### config.mk
export PLATFORM = sky130hd
export DESIGN_NAME = pcs_sequencer
export DESIGN_NICKNAME = d
export VERILOG_FILES = /design/src/hw/pcs_pkg.sv /design/src/hw/pcs_sequencer.sv
export SDC_FILE = /design/constraint.sdc
export NUM_CORES = 1
export LEC_CHECK = 0
export BUFFER_PORTS_ARGS = -buffer_cell sky130_fd_sc_hd__buf_2
export CORE_MARGIN = 2
export CORE_UTILIZATION = 55
export CTS_CLUSTER_SIZE = 10
export DETAILED_ROUTE_END_ITERATION = 10
export GPL_TIMING_DRIVEN = 0
export PLACE_DENSITY = 0.8
export REMOVE_ABC_BUFFERS = 1
export SYNTH_ARGS = -nofsm -noshare
export SYNTH_HDL_FRONTEND = slang
export SYNTH_SLANG_ARGS = --single-unit
export TNS_END_PERCENT = 1
### constraint.sdc
create_clock -name clk_i -period 4.5 [get_ports clk_i]
set_input_delay 0.45 -clock clk_i [delete_from_list [all_inputs] [get_ports clk_i]]
set_output_delay 0.45 -clock clk_i [all_outputs]
set_load 0.02 [all_outputs]
### src/hw/pcs_pkg.sv
// Package for the panel clear-and-load phase sequencer: phases, constants, carriers.
// Assumes one 25 MHz clock and a synchronous active-high reset in the user.
package pcs_pkg;
    // Data path width of the processor registers.
    localparam int DW = 32;
    // Last bootstrap location reached by the load loop.
    localparam logic [31:0] LAST_BOOT_ADDR = 32'h0000_0029;
    // Program counter value forced at the end of a load.
    localparam logic [31:0] LOAD_PC_VALUE = 32'h0000_0025;
    // No-operation instruction forced into the instruction register.
    localparam logic [31:0] NOP_INSTR = 32'h0200_0000;
    // Counter increment step.
    localparam logic [31:0] PC_STEP = 32'h0000_0001;
    // All-zero word for clearing memory.
    localparam logic [31:0] ZERO_WORD = 32'h0000_0000;

    // Panel phases; exec_ten stands for the run start after a load.
    typedef enum logic [2:0] {
        panel_phase_one,
        panel_phase_two,
        panel_phase_three,
        panel_phase_four,
        panel_phase_five,
        panel_phase_six,
        exec_phase_ten
    } pcs_phase_e;

    // Adder source selection for the sum bus.
    typedef enum logic [1:0] {
        SUM_FROM_D,
        SUM_FROM_A,
        SUM_FROM_B
    } pcs_sum_e;

    // Operator panel switch group.
    typedef struct packed {
        logic cpu_reset;
        logic sys_reset;
        logic fill;
        logic run;
        logic address_stop;
    } pcs_switch_s;

    // Memory request group driven toward core memory.
    typedef struct packed {
        logic bus_select;
        logic mem_request;
        logic data_request;
        logic [31:0] addr;
        logic [31:0] data;
    } pcs_mem_s;
endpackage

### src/hw/pcs_sequencer.sv
// Panel phase sequencer running the clear-memory and load (fill) sequences.
// Assumes panel switches are asynchronous pins; memory and strobe inputs are on clk_i.
// Assumes memory answers every held data request with a data release in bounded time.
// Assumes mem_size_words_i is nonzero and stays fixed while a clear runs.
module pcs_sequencer (
    input wire logic clk_i,
    input wire logic sys_rst_i,
    input wire pcs_pkg::pcs_switch_s sw_i,
    input wire logic mem_data_release_i,
    input wire logic [31:0] mem_read_data_i,
    input wire logic function_strobe_i,
    input wire logic [31:0] mem_size_words_i,
    output pcs_pkg::pcs_mem_s mem_o,
    output logic [31:0] display_o,
    output logic [31:0] pc_o,
    output logic [31:0] instr_o,
    output logic halt_o,
    output logic io_service_call_o,
    output logic interrupt_entry_set_o,
    output logic [2:0] phase_o,
    output logic [1:0] adder_sel_o
);
    // Three-stage synchronisers for the five panel switches.
    // Stage one may go metastable, so only stages two and three are compared;
    // a switch that bounces within one clock is never taken.
    logic [4:0] sync1_reg, sync2_reg, sync3_reg, sw_reg; // Chain and agreed value.
    logic [4:0] sw_next; // Agreed switch word for the next clock.
    pcs_pkg::pcs_switch_s swv; // Agreed switches viewed by field.

    // Sequencer state.
    // A, B and D stand for the processor registers that the panel phases move.
    // D doubles as the instruction register shown on instr_o.
    // mode_fill_reg tells a load from a clear once the common first phases are left.
    pcs_pkg::pcs_phase_e phase_reg, phase_next;
    pcs_pkg::pcs_sum_e sum_reg, sum_next;
    logic [31:0] a_reg, a_next, b_reg, b_next, d_reg, d_next, pc_reg, pc_next;
    logic halt_reg, halt_next, io_service_call_ff_reg, io_service_call_ff_next, mode_fill_reg, mode_fill_next;
    pcs_pkg::pcs_mem_s mem_reg, mem_next;
    logic [31:0] display_reg, display_next;

    // Sum bus value chosen by the preset adder selection.
    // The selection is registered one phase ahead, as the adder presets work.
    function automatic logic [31:0] sum_bus(input pcs_pkg::pcs_sum_e sel,
                                            input logic [31:0] a, input logic [31:0] b,
                                            input logic [31:0] d);
        case (sel)
            pcs_pkg::SUM_FROM_A: sum_bus = a;
            pcs_pkg::SUM_FROM_B: sum_bus = b;
            default: sum_bus = d;
        endcase
    endfunction

    // Switch synchroniser: a change counts once stages two and three agree.
    // Until they agree the last agreed value stands.
    always_comb begin
        sw_next = sw_reg;
        if (sync2_reg == sync3_reg) begin
            sw_next = sync3_reg;
        end
    end

    // Registers of the synchroniser chain.
    // Reset clears the chain, which reads as every switch released.
    always_ff @(posedge clk_i) begin
        if (sys_rst_i) begin
            sync1_reg <= 5'h00;
            sync2_reg <= 5'h00;
            sync3_reg <= 5'h00;
            sw_reg <= 5'h00;
        end else begin
            sync1_reg <= sw_i;
            sync2_reg <= sync1_reg;
            sync3_reg <= sync2_reg;
            sw_reg <= sw_next;
        end
    end

    // The struct view lets the logic below name each switch.
    assign swv = pcs_pkg::pcs_switch_s'(sw_reg);

    // Phase sequencing and data path moves.
    // Decisions are taken from registered state, agreed switches and the clk_i memory and strobe inputs, so the
    // next values settle within one clock. While memory owes a data release the
    // whole case is skipped, which stands for the clock being withheld.
    // The trade-off is that the panel cannot abort a stalled memory cycle.
    always_comb begin
        logic clear_cond; // Both reset switches held and address stop off.
        logic [31:0] s; // Sum bus as the preset adder shows it this clock.
        logic wait_mem; // Memory still owes the data release.
        logic repeat_phase_five_branch; // Phase five runs once more after this pass.
        logic [31:0] pc_inc; // Program counter plus one.
        logic [31:0] pc_wrap; // Next counter value, folded at the memory size in a clear.
        clear_cond = swv.cpu_reset & swv.sys_reset & ~swv.address_stop;
        s = sum_bus(sum_reg, a_reg, b_reg, d_reg);
        wait_mem = mem_reg.data_request & ~mem_data_release_i;
        repeat_phase_five_branch = clear_cond;
        if (mode_fill_reg) begin
            repeat_phase_five_branch = swv.fill && (pc_reg != pcs_pkg::LAST_BOOT_ADDR);
        end
        pc_inc = pc_reg + pcs_pkg::PC_STEP;
        // A clear folds the counter at the memory size so a small memory is fully covered;
        // a load never folds, since its bootstrap area sits at fixed low addresses.
        pc_wrap = pc_inc;
        if (!mode_fill_reg && !(pc_inc < mem_size_words_i)) begin
            pc_wrap = pcs_pkg::ZERO_WORD;
        end
        phase_next = phase_reg;
        sum_next = sum_reg;
        a_next = a_reg;
        b_next = b_reg;
        d_next = d_reg;
        pc_next = pc_reg;
        halt_next = halt_reg;
        io_service_call_ff_next = io_service_call_ff_reg;
        mode_fill_next = mode_fill_reg;
        mem_next = mem_reg;
        display_next = display_reg;
        // Memory handshake ends on data release.
        if (mem_reg.data_request && mem_data_release_i) begin
            mem_next.mem_request = 1'b0;
            mem_next.data_request = 1'b0;
            mem_next.bus_select = 1'b0;
        end
        // No clock is sent onward while memory holds data request.
        // stall for release
        if (!wait_mem) begin
            case (phase_reg)
                pcs_pkg::panel_phase_two: begin
                    // Idle phase: the sum bus shows D on the display, and a panel
                    // action starts a sequence. The adder is preset for D in
                    // phase three whichever sequence starts.
                    // idle display path
                    display_next = s;
                    if (!swv.address_stop) begin
                        halt_next = 1'b0;
                    end
                    if (clear_cond) begin
                        // Clear wins over fill when both are pressed.
                        mode_fill_next = 1'b0;
                        phase_next = pcs_pkg::panel_phase_three;
                        sum_next = pcs_pkg::SUM_FROM_D;
                    end else if (swv.fill) begin
                        // A load runs the same first phases as a clear.
                        mode_fill_next = 1'b1;
                        phase_next = pcs_pkg::panel_phase_three;
                        sum_next = pcs_pkg::SUM_FROM_D;
                    end else if (swv.run && halt_reg == 1'b0 && mode_fill_reg) begin
                        // Run is honoured only after a load whose halt was reset.
                        phase_next = pcs_pkg::exec_phase_ten;
                    end
                end
                pcs_pkg::panel_phase_three: begin
                    // One clock long: save the next instruction, zero A and
                    // preset the adder for A so that phase four clears D.
                    // The service call is dropped here unless a strobe holds it.
                    // save instruction in B
                    b_next = s;
                    if (!function_strobe_i) begin
                        io_service_call_ff_next = 1'b0;
                    end
                    a_next = pcs_pkg::ZERO_WORD;
                    sum_next = pcs_pkg::SUM_FROM_A;
                    phase_next = pcs_pkg::panel_phase_four;
                end
                pcs_pkg::panel_phase_four: begin
                    // Zeros from A clear D before the write loop.
                    // The request raised here is held until memory sends data release,
                    // and the sequencer takes no further step meanwhile.
                    d_next = s;
                    mem_next.bus_select = 1'b1;
                    mem_next.mem_request = 1'b1;
                    mem_next.data_request = 1'b1;
                    mem_next.addr = pc_reg;
                    mem_next.data = s;
                    sum_next = pcs_pkg::SUM_FROM_A;
                    phase_next = pcs_pkg::panel_phase_five;
                end
                pcs_pkg::panel_phase_five: begin
                    // Each pass ends on a data release; the loop decision is made above.
                    // step program counter
                    pc_next = pc_wrap;
                    // A load takes the returned word into B on every pass.
                    if (mode_fill_reg) begin
                        b_next = mem_read_data_i;
                    end
                    if (repeat_phase_five_branch) begin
                        sum_next = pcs_pkg::SUM_FROM_A;
                        mem_next.bus_select = 1'b1;
                        mem_next.mem_request = 1'b1;
                        mem_next.data_request = 1'b1;
                        // The next write goes to the word that the counter now names.
                        // In a clear that word has already been folded into the memory.
                        mem_next.addr = pc_wrap;
                        mem_next.data = mode_fill_reg ? mem_read_data_i : s;
                    end else begin
                        // Last pass: in a clear B brings the saved word back in phase six; in a load B holds the last word read.
                        // preset B final
                        sum_next = pcs_pkg::SUM_FROM_B;
                        phase_next = pcs_pkg::panel_phase_six;
                    end
                end
                pcs_pkg::panel_phase_six: begin
                    // One clock long: D is restored from B and the machine halts.
                    // A load then overrides D and the counter so that run starts
                    // the bootstrap with a harmless instruction.
                    // restore D, halt
                    d_next = s;
                    halt_next = 1'b1;
                    if (mode_fill_reg) begin
                        pc_next = pcs_pkg::LOAD_PC_VALUE;
                        d_next = pcs_pkg::NOP_INSTR;
                    end
                    sum_next = pcs_pkg::SUM_FROM_D;
                    phase_next = pcs_pkg::panel_phase_one;
                end
                pcs_pkg::panel_phase_one: begin
                    // One clock long, only to preset the adder for the idle display.
                    // preset D path
                    sum_next = pcs_pkg::SUM_FROM_D;
                    phase_next = pcs_pkg::panel_phase_two;
                end
                pcs_pkg::exec_phase_ten: begin
                    // Stands for the run start after a load: one step of the counter,
                    // then back to idle. Clearing the load mode stops a second step
                    // while the run switch stays up.
                    // add one on run
                    pc_next = pc_reg + pcs_pkg::PC_STEP;
                    mode_fill_next = 1'b0;
                    phase_next = pcs_pkg::panel_phase_two;
                end
                default: begin
                    // An unused phase code falls back to phase one.
                    // This only matters after an upset, since no path leads there.
                    phase_next = pcs_pkg::panel_phase_one;
                end
            endcase
        end
        // A function strobe sets the service call in any phase. When it meets the
        // phase-three clear in the same clock, the set wins.
        if (function_strobe_i) begin
            io_service_call_ff_next = 1'b1;
        end
    end

    // Registers of the sequencer and data path.
    // This process only registers the next values; all decisions sit above.
    // Reset leaves the machine halted in phase one, which then falls to idle.
    // Memory requests drop at reset, so a cut memory cycle is simply abandoned.
    always_ff @(posedge clk_i) begin
        if (sys_rst_i) begin
            phase_reg <= pcs_pkg::panel_phase_one;
            sum_reg <= pcs_pkg::SUM_FROM_D;
            a_reg <= pcs_pkg::ZERO_WORD;
            b_reg <= pcs_pkg::ZERO_WORD;
            d_reg <= pcs_pkg::ZERO_WORD;
            pc_reg <= pcs_pkg::ZERO_WORD;
            halt_reg <= 1'b1;
            io_service_call_ff_reg <= 1'b0;
            mode_fill_reg <= 1'b0;
            mem_reg <= '0;
            display_reg <= pcs_pkg::ZERO_WORD;
        end else begin
            phase_reg <= phase_next;
            sum_reg <= sum_next;
            a_reg <= a_next;
            b_reg <= b_next;
            d_reg <= d_next;
            pc_reg <= pc_next;
            halt_reg <= halt_next;
            io_service_call_ff_reg <= io_service_call_ff_next;
            mode_fill_reg <= mode_fill_next;
            mem_reg <= mem_next;
            display_reg <= display_next;
        end
    end

    // Interrupt entry is blocked in idle phase two while run is off.
    // interrupt block idle
    assign interrupt_entry_set_o = ~((phase_reg == pcs_pkg::panel_phase_two) & ~swv.run);
    // Data outputs come straight from flip-flops, so the panel and memory see
    // values that change only on clock edges. Only the interrupt block above is
    // combinational, since it acts as a handshake term.
    // The phase and adder selection are exported for the panel lamps.
    assign mem_o = mem_reg;
    assign display_o = display_reg;
    assign pc_o = pc_reg;
    assign instr_o = d_reg;
    assign halt_o = halt_reg;
    assign io_service_call_o = io_service_call_ff_reg;
    assign phase_o = phase_reg;
    assign adder_sel_o = sum_reg;
endmodule

Yosys cells after proc, flatten, opt, wreduce, memory -nomap -nowiden
Index checks and enable logic that the tools add are counted.
{"block": "word_totals", "reg_bits": 223, "word_cells": 108, "out_inout_bits": 171, "inputBits": 73}
{"block": "classes", "mux": 31, "bitwise_logic": 10, "add_sub_neg": 1, "n_lt_le_gt_ge": 1, "eq_ne": 18, "n_reduce_logical": 29}
{"op": "$pmux 32 s2", "count": 3}
{"op": "$mux 32", "count": 5}
{"op": "$mux 67", "count": 2}
{"op": "$pmux 67 s2", "count": 1}
{"op": "$pmux 32 s3", "count": 1}
{"op": "$add 32x1->32 const B", "count": 1}
{"op": "$lt 32x32->1", "count": 1}
{"op": "$ne 32x6->1 const B", "count": 1}
{"op": "$reduce_and 3->1", "count": 7}
{"op": "$mux 3", "count": 5}
{"op": "$pmux 3 s5", "count": 1}
{"op": "$ne 2x2->1 const B", "count": 6}
{"op": "$reduce_bool 2->1", "count": 6}
{"op": "$eq 3x3->1 const B", "count": 3}
{"op": "$pmux 2 s4", "count": 1}
{"op": "$mux 1", "count": 7}
{"op": "$eq 3x2->1 const B", "count": 2}
{"op": "$mux 2", "count": 3}
{"op": "$not 1->1", "count": 6}
{"op": "$reduce_and 2->1", "count": 3}
{"op": "$reduce_or 2->1", "count": 3}
{"op": "$eq 5x5->1", "count": 1}
{"op": "$logic_and 1x1->1", "count": 5}
{"op": "$and 1x1->1", "count": 4}
{"op": "10 further kinds", "count": 12}

Longest topological paths before layout
{"block": "logic_depth", "ltp_word": 8, "mapped_depth": 16, "ltp_nobuf": 14}

Worst setup path before layout
Ideal clock, no wire load.
{"block": "synth_timing", "path_type": "register -> register", "start": "register pc_reg[7], in the netlist pc_o[7]", "end": "register mem_reg, in the netlist mem_o[38]", "setup_ns": 0.132, "t_arrival_ns": 3.557, "synth_period_minus_slack_ns": 3.689, "path_stages_with_launch": 17, "t_required_ns": 4.368, "slack_ns": 0.811, "path_cell_list": "dfxtp_1 buf_2 nand4_2 or3_1 clkbuf_1 nor3_2 nand3_1 xnor2_1 ha_1 nand4_1 nor4_1 nand2_1 o2111ai_1 a21boi_1 clkbuf_1 a221oi_1 nor3_1"}
{"block": "synth_between", "elab_chain_len": 7}
{"item": "start, declared", "line_no": "pcs_sequencer.sv:36", "text": "logic [31:0] a_reg, a_next, b_reg, b_next, d_reg, d_next, pc_reg, pc_next;"}
{"item": "start signal, assigned", "line_no": "pcs_sequencer.sv:256", "text": "pc_reg <= pcs_pkg::ZERO_WORD;"}
{"item": "start signal, assigned", "line_no": "pcs_sequencer.sv:268", "text": "pc_reg <= pc_next;"}
{"item": "$add 32x1->32", "line_no": "pcs_sequencer.sv:100", "text": "pc_inc = pc_reg + pcs_pkg::PC_STEP;"}
{"item": "$lt 32x32->1", "line_no": "pcs_sequencer.sv:104", "text": "if (!mode_fill_reg && !(pc_inc < mem_size_words_i)) begin"}
{"item": "$logic_not 1->1", "line_no": "pcs_sequencer.sv:104"}
{"item": "$logic_and 1x1->1", "line_no": "pcs_sequencer.sv:104"}
{"item": "$mux 32", "line_no": "pcs_sequencer.sv:104"}
{"item": "$mux 67", "line_no": "pcs_sequencer.sv:186", "text": "if (repeat_phase_five_branch) begin"}
{"item": "$pmux 67 s2", "line_no": "pcs_sequencer.sv:127", "text": "case (phase_reg)"}
{"item": "end signal, assigned", "line_no": "pcs_sequencer.sv:272", "text": "mem_reg <= mem_next;"}
{"item": "end, declared", "line_no": "pcs_sequencer.sv:38", "text": "pcs_pkg::pcs_mem_s mem_reg, mem_next;"}
Parallel ways exist; a longest one is shown, timed or not. The select of a mux whose other input is x is not followed.
A chain may end at the register's enable or synchronous reset.

Worst setup path in the final report
{"block": "layout_timing", "start": "register pc_reg[0], in the netlist pc_o[0]", "end": "register mem_reg, in the netlist mem_o[40]"}
Same word-level chain as after synthesis.

==> flow_summary.yaml <==
worst_setup_path:
  crit_top_cell: "ha_1"
  r2r_cells: 13
  path_delay_family: "compound AO/OA/AOI/OAI gates"
  arrival_ns: 4.56
  cp_max_fo: 13
  cp_slowest_cell: "o41ai_2"
  r2r_setup_slack_ns: 0.32
  critPathBufInv: 1
  reg2reg_from: "pc_o[0]$_SDFFE_PP0P_"
  cp-start-kind: "flop"
  critPathKind: "flop to flop"
  cp-end-kind: "flop"
  cp_cell_sequence: "ha_1 -> nand3_1 -> nor3_4 -> nand4_2 -> nor2_1 -> xnor2_1 -> ha_1 -> nand4_1 -> o41ai_2 -> a21boi_4 -> buf_8 -> a221oi_1 -> nor3_1"
  critPathRequiredTime_ns: 4.88
  worstReg2RegEnd: "mem_o[40]$_SDFFE_PP0P_"
  max_stage_delay_ns: 0.85
power_and_ir_drop:
  powerDensity_nw_per_um2: 519
  peakVddDrop_mv: 0.516
  p_leak_uw: 0.00566
placement:
  portBuffers: 243
  routabilityCongestion: 0.869
  place_inst: 1870
  place_ws_ns: -0.310
  hpwlAfterDp_mm: 21.2
  place_area_um2: 12700
timing:
  finalHoldViolCount: 0
  worst_pin_slew_ns: 1.17
  clock_skew_ns: 0.0138
  rsz0062_at_grt: "no"
  fin_ws_ns: 0.322
  slew_violations: 0
  relSlewSlack: 0.219
  max_clock_freq_mhz: 239
  min_period_over_period: 0.928
  setup_violations: 0
  fin_crit_ns: 4.18
routing:
  dr.pass1.iters: 5
  antenna_left: 0
  wl_per_cell_um: 17.5
  route.detailed.drc: 0
  routed_via_density: 6.00
  dr_total_vias: 11500
  wirelength_mm: 33.5
  first_iter_violations: 994
status:
  status: "finished, final reports clean"
synthesis:
  synth.top_cell.area_share: 0.398
  synthMostInstantiatedCell: "nand2_1"
  synth-edff-count: 0
  synth.yosys.seq_area_share: 0.398
  yosys-top-cells-area: "dfxtp_1 40%, nand2_1 8.3%, a21oi_1 5.4%"
  yosys_warnings: 0
  ys_types: 55
  synthCells: 1468
  synthArstFlopShare: 0
  ys_top_cells_by_count: "248 x nand2_1, 223 x dfxtp_1, 135 x nor2_1, 120 x a21oi_1, 97 x clkbuf_1"
  syn_area_um2: 11200
  ys_ff_latch: 223
  ys_dominant_reg_cell: "dfxtp_1"
  yosys.area.top_type: "dfxtp_1"
  syn_avg_cell_area_um2: 7.64
cts:
  htree_num_levels: 1
  cts_buffers: 27
  clkLatencyLatePin_ns: 0.53
  clk_pin_slew_ns: 0.06
  cts_num_sinks: 223
  tritoncts: "yes"
  cts_max_path_buffers: 3
  cts_root_buffer: "clkbuf_16"
  cts-hold-fix-buffers: 0
global_route:
  grt_antenna_before_repair: 0
  grt_pass1_wl_mm: 53.5
  grt_remaining_overflow: 0
  grt_max_degree: 137
  grt_pass1_vias: 10600
  grt_usage: 0.297
flow_run:
  cap_violations: 0
hold_path:
  min_to: "sync1_reg[1]$_SDFF_PP0_"
  whs_path_depth: 2
  min_path_type: "input port to flop"
  hold_start: "sw_i[1]"
die:
  ios: 244
  rows: 52
  die-area_um2: 21600
  die_h_um: 147
  die_w_um: 147
  initial_core_util: 0.558
  fp.coreArea_um2: 20100
final_layout:
  fillers: 1718
  post_route_cells_drive_above_1_share: 0.199
  final_cell_area_um2: 13500
  syn_to_final_growth_pct: 20.5
  largest_reg_flops: 67
  final_cells: 1911
  nets: 1740
[logic make-up (layout without fill, tap and decap cells)]
family	Yosys count	after routing	synth area share
AND/OR/NAND/NOR	586	586	0.232
AO/OA/AOI/OAI	410	410	0.238
flip-flops	223	223	0.398
buffers and inverters	175	347	0.0617
adder cells (fa/ha/maj)	34	34	0.0379
XOR/XNOR	34	34	0.0265
multiplexers	6	6	0.00535
other	0	1	0
[power breakdown]
group | switching (uW) | total [uW] | internal, uW
Sequential | 246 | 2530 | 2280
Clock | 796 | 1900 | 1110
Combinational | 1790 | 2580 | 786
[final cells by class]
type | instances | area [um2] | area share
multi-input combinational | 1070 | 6220 | 0.460
sequential | 223 | 4470 | 0.330
timing repair buffer | 262 | 1570 | 0.116
clock buffer | 34 | 722 | 0.0534
tap | 270 | 338 | 0.0250
inverter | 49 | 184 | 0.0136
clock inverter | 2 | 17.5 | 0.00130
antenna | 1 | 2.50 | 0.000185
[through the flow]
step                      total power [uW]  TNS, ns  hold WS (ns)   util
after global placement                4940  -600.06         0.415  0.610
after floorplan                       4080   -90.50         0.414      -
final                                 7010        0         0.130  0.672
after global routing                  7390        0         0.134  0.672
after detailed placement              5100    -9.28         0.425  0.630
after CTS                             7010        0         0.118  0.670
[timing repair]
action,CTS,global route
endpoints found under the setup margin,61,63
buffers inserted,3,1
resized for setup,5,5
pin swaps,2,1
[cell usage in the layout (no fill, tap or decap), drive strengths merged, types with 2 or more instances in the layout]
master  count
a211oi     42
o211ai     32
and4        3
nor2      136
a21oi     120
nand3      65
nor2b      19
buf       262
o21bai      7
nand4      15
inv        51
or3         5
a32oi       8
and2        2
ha         34
xor2       10
nor3       67
xnor2      24
a41oi       8
a221oi     53
and3        3
nand2b      4
nand2     248
o32ai       3
nor4        6
o21ai      85
a21o        3
clkbuf     34
o21a       35
a31oi       4
nor4b       3
mux2i       6
dfxtp     223
nand3b      3
a22oi       4
or2         4
[worst max path at each step]
stage,slack (ns),cells after the start,start,endpoint
3_5_place_dp,-0.31,14,pc_o[0]$_SDFFE_PP0P_,pc_o[31]$_SDFFE_PP0P_
5_1_grt,0.04,14,pc_o[15]$_SDFFE_PP0P_,pc_o[7]$_SDFFE_PP0P_
4_1_cts,0.07,15,pc_o[0]$_SDFFE_PP0P_,pc_o[7]$_SDFFE_PP0P_
2_1_floorplan,-1.28,5,phase_o[2]$_SDFFE_PP0P_,mem_o[47]$_SDFFE_PP0P_
3_3_place_gp,-5.46,5,phase_o[1]$_SDFFE_PP0P_,instr_o[19]$_SDFFE_PP0P_
6_report,0.32,13,pc_o[0]$_SDFFE_PP0P_,mem_o[40]$_SDFFE_PP0P_
[per-layer routing]
metal / global-route usage / vias to the layer above / share of wire
met3: 0.0522 / 98 / 0.089
met1: 0.391 / 5320 / 0.41
met5: 0 / - / 0
met2: 0.484 / 527 / 0.46
met4: 0.125 / 0 / 0.038
li1: - / 5513 / -
Power figures use the tool's default switching activity.
